===== src/include/dgsb_pkg.sv =====
`default_nettype none

package dgsb_pkg;

  // ==========================================================
  // Register map (byte addresses on APB)
  // ==========================================================
  localparam logic [7:0] DGSB_OFF_CTRL = 8'h00;
  localparam logic [7:0] DGSB_OFF_ERR  = 8'h04;
  localparam logic [7:0] DGSB_OFF_STAT = 8'h08;

  // ==========================================================
  // Field positions and values
  // ==========================================================
  localparam int         DGSB_CTRL_W    = 10;
  localparam int         DGSB_NERR      = 5;
  localparam int         DGSB_ERR_LSB   = 3;
  localparam int         DGSB_E_WE      = 0;
  localparam int         DGSB_E_DF      = 1;
  localparam int         DGSB_E_PE      = 2;
  localparam int         DGSB_E_RE      = 3;
  localparam int         DGSB_E_DE      = 4;
  localparam logic [1:0] DGSB_LOG_OFF   = 2'h2;
  localparam logic       DGSB_SECTOR_512 = 1'h0;

  // ==========================================================
  // Carriers
  // ==========================================================
  typedef struct packed {
    logic       diag_area_access;
    logic       layout_write_allowed;
    logic       controller_disabled_flag;
    logic [1:0] log_disable_field;
    logic       log_info_pending;
    logic       spindle_ready;
    logic       diag_load_request;
    logic       readjust_request;
    logic       online;
  } dgsb_ctrl_t;

  typedef struct packed {
    logic port_b_select;
    logic port_switch_in;
    logic go_stop_switch_in;
    logic write_lock_switch;
  } dgsb_sw_t;

  typedef struct packed {
    logic internal_fault;
    logic frame_err;
    logic checksum_err;
    logic protocol_err;
    logic init_test_fail;
    logic track_write_cmd;
    logic format_cmd;
  } dgsb_evt_t;

  typedef struct packed {
    dgsb_sw_t s1;
    dgsb_sw_t s2;
  } dgsb_sync_t;

  typedef struct packed {
    logic flag;
  } dgsb_flag_t;

  typedef struct packed {
    dgsb_ctrl_t  ctrl;
    logic        pready;
    logic        pslverr;
    logic [31:0] prdata;
    logic [23:0] reply;
    logic        reply_valid;
    logic        fault_lamp;
    logic        log_en;
  } dgsb_state_t;

  // ==========================================================
  // Reset values
  // ==========================================================
  localparam dgsb_ctrl_t  DGSB_CTRL_RST  = '0;
  localparam dgsb_sync_t  DGSB_SYNC_RST  = '0;
  localparam dgsb_flag_t  DGSB_FLAG_RST  = '0;
  localparam dgsb_state_t DGSB_STATE_RST = '{ctrl: DGSB_CTRL_RST, log_en: 1'b1, default: '0};

endpackage : dgsb_pkg

`default_nettype wire


===== src/design/dgsb_status_bytes.sv =====
// The implementer's own choices: the address map and register access over APB.
`default_nettype none

module dgsb_status_bytes (
  input  wire logic                pclk,
  input  wire logic                presetn,
  input  wire logic                psel,
  input  wire logic                penable,
  input  wire logic                pwrite,
  input  wire logic [7:0]          paddr,
  input  wire logic [31:0]         pwdata,
  output logic      [31:0]         prdata,
  output logic                     pready,
  output logic                     pslverr,
  input  wire dgsb_pkg::dgsb_sw_t  sw_pins,
  input  wire dgsb_pkg::dgsb_evt_t events,
  input  wire logic                status_query,
  output logic      [23:0]         reply_bytes,
  output logic                     reply_valid,
  output logic                     fault_lamp,
  output logic                     error_log_enable
);
  import dgsb_pkg::*;

  // ==========================================================
  // State
  // ==========================================================
  dgsb_state_t st_r;
  dgsb_state_t st_nxt;

  dgsb_sw_t               sw_q;
  logic [DGSB_NERR-1:0]   err_q;
  logic [DGSB_NERR-1:0]   err_set;
  logic [DGSB_NERR-1:0]   err_clr;

  logic                   acc;
  logic                   commit;
  logic                   hit;
  logic                   wr_ctrl;
  logic                   wr_err;
  logic [31:0]            rd_val;
  logic [7:0]             req_byte;
  logic [7:0]             mode_byte;
  logic [7:0]             err_byte;
  logic                   lamp_cause;

  // ==========================================================
  // Panel switches cross into the clock domain
  // ==========================================================
  dgsb_sync u_sync (
    .pclk    (pclk),
    .presetn (presetn),
    .d       (sw_pins),
    .q       (sw_q)
  );

  // ==========================================================
  // Error class flags
  // ==========================================================
  // Every error input is a one-cycle pulse from logic on pclk
  assign err_set[DGSB_E_DE] = events.internal_fault;
  assign err_set[DGSB_E_RE] = events.frame_err | events.checksum_err;
  assign err_set[DGSB_E_PE] = events.protocol_err;
  assign err_set[DGSB_E_DF] = events.init_test_fail;
  // Only a write-type command on a protected drive counts
  assign err_set[DGSB_E_WE] = (events.track_write_cmd | events.format_cmd)
                              & sw_q.write_lock_switch;

  // Software clears with write-one; a same-cycle event still wins
  assign err_clr = wr_err ? pwdata[DGSB_ERR_LSB +: DGSB_NERR] : '0;

  genvar gi;
  generate
    for (gi = 0; gi < DGSB_NERR; gi++) begin : g_err
      dgsb_sticky u_flag (
        .pclk    (pclk),
        .presetn (presetn),
        .set     (err_set[gi]),
        .clr     (err_clr[gi]),
        .flag    (err_q[gi])
      );
    end
  endgenerate

  // ==========================================================
  // Generic status bytes
  // ==========================================================
  assign req_byte = {
    ~st_r.ctrl.online,
    st_r.ctrl.readjust_request,
    st_r.ctrl.diag_load_request,
    st_r.ctrl.spindle_ready,
    st_r.ctrl.log_info_pending,
    sw_q.port_b_select,
    sw_q.port_switch_in,
    sw_q.go_stop_switch_in
  };

  assign mode_byte = {
    st_r.ctrl.log_disable_field,
    1'b0,
    sw_q.write_lock_switch,
    st_r.ctrl.controller_disabled_flag,
    st_r.ctrl.layout_write_allowed,
    st_r.ctrl.diag_area_access,
    DGSB_SECTOR_512
  };

  // Unused low positions stay zero
  assign err_byte = {err_q, 3'h0};

  // Transmission and protocol errors are link trouble, not a drive fault
  assign lamp_cause = st_r.ctrl.controller_disabled_flag
                    | err_q[DGSB_E_DE]
                    | err_q[DGSB_E_DF]
                    | err_q[DGSB_E_WE];

  // ==========================================================
  // APB slave decode
  // ==========================================================
  // One wait state lets read data leave a flip-flop
  assign acc     = psel & penable;
  assign commit  = acc & st_r.pready;
  assign hit     = (paddr == DGSB_OFF_CTRL)
                 | (paddr == DGSB_OFF_ERR)
                 | (paddr == DGSB_OFF_STAT);
  assign wr_ctrl = commit & pwrite & (paddr == DGSB_OFF_CTRL);
  assign wr_err  = commit & pwrite & (paddr == DGSB_OFF_ERR);

  always_comb begin
    rd_val = 32'h0000_0000;
    unique case (paddr)
      DGSB_OFF_CTRL: rd_val[DGSB_CTRL_W-1:0] = st_r.ctrl;
      DGSB_OFF_ERR:  rd_val[7:0] = err_byte;
      DGSB_OFF_STAT: rd_val[23:0] = {req_byte, mode_byte, err_byte};
      default:       rd_val = 32'h0000_0000;
    endcase
  end

  // ==========================================================
  // Next state
  // ==========================================================
  always_comb begin
    st_nxt             = st_r;
    st_nxt.pready      = 1'b0;
    st_nxt.pslverr     = 1'b0;
    st_nxt.reply_valid = 1'b0;

    if (acc && !st_r.pready) begin
      st_nxt.pready  = 1'b1;
      st_nxt.pslverr = ~hit;
      st_nxt.prdata  = pwrite ? 32'h0000_0000 : rd_val;
    end

    if (wr_ctrl) begin
      st_nxt.ctrl = dgsb_ctrl_t'(pwdata[DGSB_CTRL_W-1:0]);
    end

    // Snapshot on query; the link framer sends it at bytes 4..6
    if (status_query) begin
      st_nxt.reply       = {req_byte, mode_byte, err_byte};
      st_nxt.reply_valid = 1'b1;
    end

    st_nxt.fault_lamp = lamp_cause;
    // Only code 10 switches logging off; other codes keep it on
    st_nxt.log_en = (st_r.ctrl.log_disable_field != DGSB_LOG_OFF);
  end

  always_ff @(posedge pclk or negedge presetn) begin
    if (!presetn) begin
      st_r <= DGSB_STATE_RST;
    end else begin
      st_r <= st_nxt;
    end
  end

  // ==========================================================
  // Outputs
  // ==========================================================
  assign prdata           = st_r.prdata;
  assign pready           = st_r.pready;
  assign pslverr          = st_r.pslverr;
  assign reply_bytes      = st_r.reply;
  assign reply_valid      = st_r.reply_valid;
  assign fault_lamp       = st_r.fault_lamp;
  assign error_log_enable = st_r.log_en;
endmodule : dgsb_status_bytes

`default_nettype wire


===== src/design/dgsb_sticky.sv =====
`default_nettype none

// ==========================================================
// Sticky error flag, set beats clear
// ==========================================================
module dgsb_sticky (
  input  wire logic pclk,
  input  wire logic presetn,
  input  wire logic set,
  input  wire logic clr,
  output logic      flag
);
  import dgsb_pkg::*;

  dgsb_flag_t st_r;
  dgsb_flag_t st_nxt;

  always_comb begin
    st_nxt = st_r;
    if (set) begin
      st_nxt.flag = 1'b1;
    end else if (clr) begin
      st_nxt.flag = 1'b0;
    end
  end

  always_ff @(posedge pclk or negedge presetn) begin
    if (!presetn) begin
      st_r <= DGSB_FLAG_RST;
    end else begin
      st_r <= st_nxt;
    end
  end

  assign flag = st_r.flag;
endmodule : dgsb_sticky

`default_nettype wire


===== src/design/dgsb_sync.sv =====
`default_nettype none

// ==========================================================
// Two-stage synchroniser for the panel switches
// ==========================================================
module dgsb_sync (
  input  wire logic               pclk,
  input  wire logic               presetn,
  input  wire dgsb_pkg::dgsb_sw_t d,
  output var  dgsb_pkg::dgsb_sw_t q
);
  import dgsb_pkg::*;

  dgsb_sync_t st_r;
  dgsb_sync_t st_nxt;

  // Stage one feeds stage two only
  always_comb begin
    st_nxt    = st_r;
    st_nxt.s1 = d;
    st_nxt.s2 = st_r.s1;
  end

  always_ff @(posedge pclk or negedge presetn) begin
    if (!presetn) begin
      st_r <= DGSB_SYNC_RST;
    end else begin
      st_r <= st_nxt;
    end
  end

  assign q = st_r.s2;

endmodule : dgsb_sync

`default_nettype wire


===== config.mk =====
export PLATFORM = sky130hd
export DESIGN_NAME = dgsb_status_bytes
export DESIGN_NICKNAME = d
export VERILOG_FILES = /design/src/include/dgsb_pkg.sv /design/src/design/dgsb_status_bytes.sv /design/src/design/dgsb_sticky.sv /design/src/design/dgsb_sync.sv
export SDC_FILE = /design/constraint.sdc
export NUM_CORES = 1
export LEC_CHECK = 0
export ABC_AREA = 0
export BUFFER_PORTS_ARGS = -buffer_cell sky130_fd_sc_hd__buf_2
export CAP_MARGIN = 20
export CORE_ASPECT_RATIO = 0.75
export CORE_MARGIN = 2
export CORE_UTILIZATION = 53
export DETAILED_ROUTE_END_ITERATION = 8
export PLACE_DENSITY_LB_ADDON = 0.25
export SKIP_LAST_GASP = 1
export SLEW_MARGIN = 40
export SYNTH_ARGS = -nofsm -noshare
export SYNTH_HDL_FRONTEND = slang
export SYNTH_HIERARCHICAL = 1
export SYNTH_SLANG_ARGS = --single-unit

===== constraint.sdc =====
create_clock -name pclk -period 3.2 [get_ports pclk]
set_input_delay 0 -clock pclk [delete_from_list [all_inputs] [get_ports pclk]]
set_output_delay 0 -clock pclk [all_outputs]
set_load 0.05 [all_outputs]

; ---- Word-level counts from Yosys, hierarchy flattened
; Index checks and enable logic that the tools add are counted.
[classes]
n_eq_ne = 3
n_mux = 17
bitwise_logic = 15
n_reduce_logical = 9
[ops]
columns = cell, n
row1 = 2-to-1 mux 34 bit, 1
row2 = 2-to-1 mux 24 bit, 1
row3 = one-hot mux 8 bit (2 select lines), 1
row4 = 2-to-1 mux 14 bit, 1
row5 = 2-to-1 mux 1 bit, 11
row6 = nonzero test 2 bit, 5
row7 = == test 8 x 3 -> 1 bit (second input constant), 1
row8 = == test 8 x 4 -> 1 bit (second input constant), 1
row9 = logical NOT 8 bit, 1
row10 = OR 1 bit, 7
row11 = AND 1 bit, 6
row12 = 2-to-1 mux 5 bit, 1
row13 = one-hot mux 2 bit (2 select lines), 1
row14 = inequality test 2 bit (second input constant), 1
row15 = NOT 1 bit, 2
row16 = OR reduction 2 bit, 1
row17 = logical AND 1 bit, 1
row18 = logical NOT 1 bit, 1
[word_totals]
regBits = 79
input_bits = 57
out_inout_bits = 61
word_cells = 73

; ---- Longest topological paths before layout
[logic_depth]
word_depth = 7
depth_mapped = 6
mapped_depth_nobuf = 5

; ---- Modules after synthesis
; Netlist, hierarchy kept.
[modules_own_cells]
columns = module, instances, cells_per_inst, area_per_inst_um2, seq_area_each_um2
row1 = dgsb_status_bytes, 1, 251, 2763.9, 1427.6
row2 = dgsb_sync, 1, 8, 200.2, 200.2
row3 = dgsb_sticky, 5, 3, 36.3, 25.0

; ---- Worst setup path after synthesis
; Ideal clock, no wire load.
[synth_path]
path_kind = register -> register
startpoint = register st_r (netlist bit pready)
endpoint = register st_r (netlist bit mode_byte[1])
setup_ns = 0.125
arrival_ns = 1.531
t_required_ns = 3.075
slack_ns = 1.544
path_stages_with_launch = 5
n_path_buf = 1
synth_period_minus_slack_ns = 1.656
path_cell_list = dfrtp_1 and4_1 and4bb_1 buf_6 mux2_2
[synth_via]
elab_chain_cells = 3
[synth_rtl]
columns = element, line_no
row1 = "start, declared", dgsb_status_bytes.sv:28  ; dgsb_state_t st_r;
row2 = "start signal, assigned", dgsb_status_bytes.sv:174  ; st_r <= st_nxt;
row3 = AND 1 bit, dgsb_status_bytes.sv:123  ; assign commit = acc & st_r.pready;
row4 = AND 1 bit (2 in a row), dgsb_status_bytes.sv:127  ; assign wr_ctrl = commit & pwrite & (paddr == DGSB_OFF_CTRL);
; No other way between the ends.
; A chain may end at the register's enable or synchronous reset.

; ---- Worst setup path after layout
[layout_path]
startpoint = register st_r (netlist bit pready)
endpoint = register st_r (netlist bit prdata[5])
[layout_via]
elab_chain_cells = 2
[layout_rtl]
columns = element, line_no
row1 = logical NOT 1 bit, dgsb_status_bytes.sv:149  ; if (acc && !st_r.pready) begin
row2 = logical AND 1 bit, dgsb_status_bytes.sv:149
; No other way between the ends.

==> qor.csv <==
stage,metric,value,unit
outcome,run status,finished clean,
final_layout,Syn-to-layout area delta,18.9,%
timing,setup total negative slack,0,ps
final_layout,Layout Cells excl Fill,422,
clock_tree,clk root buf,sky130_fd_sc_hd__clkbuf_8,
timing,final number of setup-violating endpoints,0,
setup_path,r2r setup slk,1480,ps
timing,worst hold slack,40.9,ps
timing,Worst Max-Slew Pin Slew,672,ps
synth,Post-Synthesis Cell Area,3150,um2
global_routing,total routing usage reported by global routing,0.195,
die,CORE AREA,5770,um2
synth,warning count from the yosys run,6,
hold_path,classification of the worst-slack hold path,in -> reg,
die,starting density of the core,0.546,
synth,post-synthesis area per instance,11.5,um2
global_routing,global-route wire length before repair,9600,um
synth,"FF+latch count, synth",70,
global_routing,pin count of the biggest net entering global routing,37,
hold_path,Hold EP,prdata[9],
synth,ranking of synthesized cells by area,"sky130_fd_sc_hd__dfrtp_1, sky130_fd_sc_hd__buf_4, sky130_fd_sc_hd__mux2_2",
placement,detailed-placement wirelength estimate,4230,um
synth,count of unique library cells instantiated by Yosys,33,
synth,Main synth FF type,sky130_fd_sc_hd__dfrtp_1,
die,DIE AREA,6570,um2
timing,crit path time final,1720,ps
clock_tree,CTS HTree Levels,3,
setup_path,reg2reg end,prdata[5],
die,Horiz. Die Dim,93.0,um
timing,final cycle utilization of the critical path,0.539,
clock_tree,maximum clock insertion buffer count,2,
route,routed length per placed instance,14.4,um
final_layout,Total Nets Final,396,
route,number of nets with antenna violations after detailed routing,0,
global_routing,initial antenna violation count,0,
placement,number of port buffers,81,
route,final wirelength,6090,um
route,number of DRC violations after detailed-routing iteration 0,101,
die,I/O pin count,118,
timing,final max-slew violation count,0,
timing,peak clock frequency supported by timing,580,MHz
die,row cnt,24,
synth,area fraction of the dominant cell type after synthesis,0.549,
synth,sequential fraction of the synthesis area,0.557,
hold_path,hold path startpoint,paddr[6],
final_layout,fraction of layout cells with a size suffix above 1,0.381,
hold_path,Hold Path Depth,4,
final_layout,antenna diode instance count,0,
synth,gate count after technology mapping,274,
setup_path,"Req. time, crit path",3450,ps
global_routing,total grt overflow,0,
route,count of unresolved DRC violations after routing,0,
route,length of the first detailed-routing pass in iterations,4,
timing,worst setup slack after layout,1480,ps
placement,post-placement setup slack,1360,ps
timing,setup repair after global routing missed its margin,no,
power,Worst IR Drop VDD,0.340,mV
setup_path,"Data arrival, critical path",1980,ps
power,leakage power total,0.00184,uW
power,power per unit of standard cell area,535,nW/um2
global_routing,number of global-route vias before repair,1904,
clock_tree,Skew-Pair Late Insertion Delay,340,ps
clock_tree,number of buffers added by the clock tree synthesis step,9,
route,number of vias in the routed layout,2041,
setup_path,origin of the critical flop-to-flop path,pready,
timing,Max-slew headroom,0.548,
clock_tree,CTS sink cnt,70,
synth,largest area contributor in the netlist,sky130_fd_sc_hd__dfrtp_1,
timing,Post-Route Skew,5.20,ps
clock_tree,CTS tree,built,
setup_path,Worst R2R Path Depth,5,
timing,endpoints failing hold,0,
clock_tree,Clock Pin Slew Worst Setup and Hold Paths,70,ps
setup_path,critical path class,reg -> reg,
setup_path,crit path capture type,register,
setup_path,maximum fanout encountered on the critical timing path,27,
placement,Cell Count Post-Placement,383,
flow_run,Max-Cap Viols,0,
die,die height,70.7,um
synth,"EDFF count, synth",0,
placement,routability cong.,0.793,
route,vias per std cell,4.84,
synth,asr flop ratio synth,1.00,
setup_path,startpoint kind of the worst setup timing path,register,
==> repair_timing <==
item                      4_1_cts  5_1_grt
setup buffers                   0        0
hold buffers                   23        0
hold endpoints to repair       53        0
gates resized for setup         0        0
==> per-layer routing <==
| layer | track usage | wire length, um | part of all wire | vias up |
|---|---|---|---|---|
| met5 | 0 | 0 | 0 | - |
| met1 | 0.286 | 2890 | 0.47 | 996 |
| li1 | - | - | - | 979 |
| met2 | 0.273 | 2760 | 0.45 | 58 |
| met3 | 0.0735 | 380 | 0.062 | 8 |
| met4 | 0.0588 | 64 | 0.011 | 0 |
==> final cells by class <==
cell class	instances	area [um2]
well taps	78	97.6
multi-input cells	145	950
inverters	7	26.3
clock buffers	10	128
flip-flops and latches	70	1750
fillers	488	2020
repair buffers	106	653
clock inverters	6	134
==> cell usage after synthesis (all sizes together) (2+ instances only) <==
cell,count
or4,2
nor2,2
nand4b,2
or2,2
nor4,2
mux2,28
and2,5
dfrtp,69
o21ai,22
a21o,5
buf,61
a2bb2oi,5
mux2i,6
nand3,3
inv,7
clkbuf,4
nand2,38
==> power breakdown <==
group | switching, uW | internal [uW] | leakage (uW)
registers | 6.60 | 898 | 0.000880
clock network | 318 | 597 | 0.000130
logic | 123 | 59.9 | 0.000825
total | 447 | 1550 | 0.00184
==> registers in the layout, indices dropped and copies added, names as in the netlist <==
signal and cells:
reply_valid 1, reply_bytes 19, mode_byte 5, u_sync/q 4, error_log_enable 1, st_r 1
req_byte 4, pready 1, fault_lamp 1, prdata 23, u_sync/st_nxt 4, pslverr 1
g_err.u_flag/flag 5
==> how the worst max path moves through the flow <==
stage | start | slack (ps) | cells after the start | to
2_1_floorplan | pready | 1540 | 4 | mode_byte[1]
3_3_place_gp | paddr[1] | 1380 | 4 | mode_byte[3]
3_5_place_dp | paddr[1] | 1360 | 4 | req_byte[6]
4_1_cts | pready | 1470 | 5 | prdata[5]
5_1_grt | pready | 1280 | 5 | prdata[7]
6_report | pready | 1480 | 5 | prdata[5]
==> cells in the final DEF, fill, tap and decap left out, types with 5 or more instances in the layout <==
master,instances
sky130_fd_sc_hd__mux2_2,28
sky130_fd_sc_hd__a2bb2oi_1,5
sky130_fd_sc_hd__a21o_1,5
sky130_fd_sc_hd__dfrtp_1,69
sky130_fd_sc_hd__conb_1,14
sky130_fd_sc_hd__nand2_1,38
sky130_fd_sc_hd__and2_1,5
sky130_fd_sc_hd__mux2i_1,6
sky130_fd_sc_hd__clkbuf_8,9
sky130_fd_sc_hd__o21ai_0,22
sky130_fd_sc_hd__inv_1,7
sky130_fd_sc_hd__dlygate4sd3_1,23
sky130_fd_sc_hd__buf_2,80
==> kinds of logic after synthesis <==
group / after synthesis / synth area share
flops: 70 / 0.557
other cells: 1 / 0.00119
mux: 34 / 0.119
simple gates: 62 / 0.0987
compound gates: 35 / 0.0672
buf+inv: 72 / 0.156
==> stage by stage <==
stage          instance area, um2  utilization  power [uW]
4_1_cts                      3740        0.648        2020
3_5_place_dp                 3250        0.563        1080
6_report                     3740        0.649        2000
5_1_grt                      3740        0.649        2080
3_3_place_gp                 3250        0.563        1080
2_1_floorplan                3190            -        1050
==> critical path, stage by stage (launching register included) <==
cell and delay (ps):
sky130_fd_sc_hd__dfrtp_1 410, sky130_fd_sc_hd__nand3b_1 170, sky130_fd_sc_hd__buf_4 220, sky130_fd_sc_hd__inv_1 380
sky130_fd_sc_hd__nand3_1 230, sky130_fd_sc_hd__o21ai_0 220
Note: power is estimated with default switching activity, not from simulation.
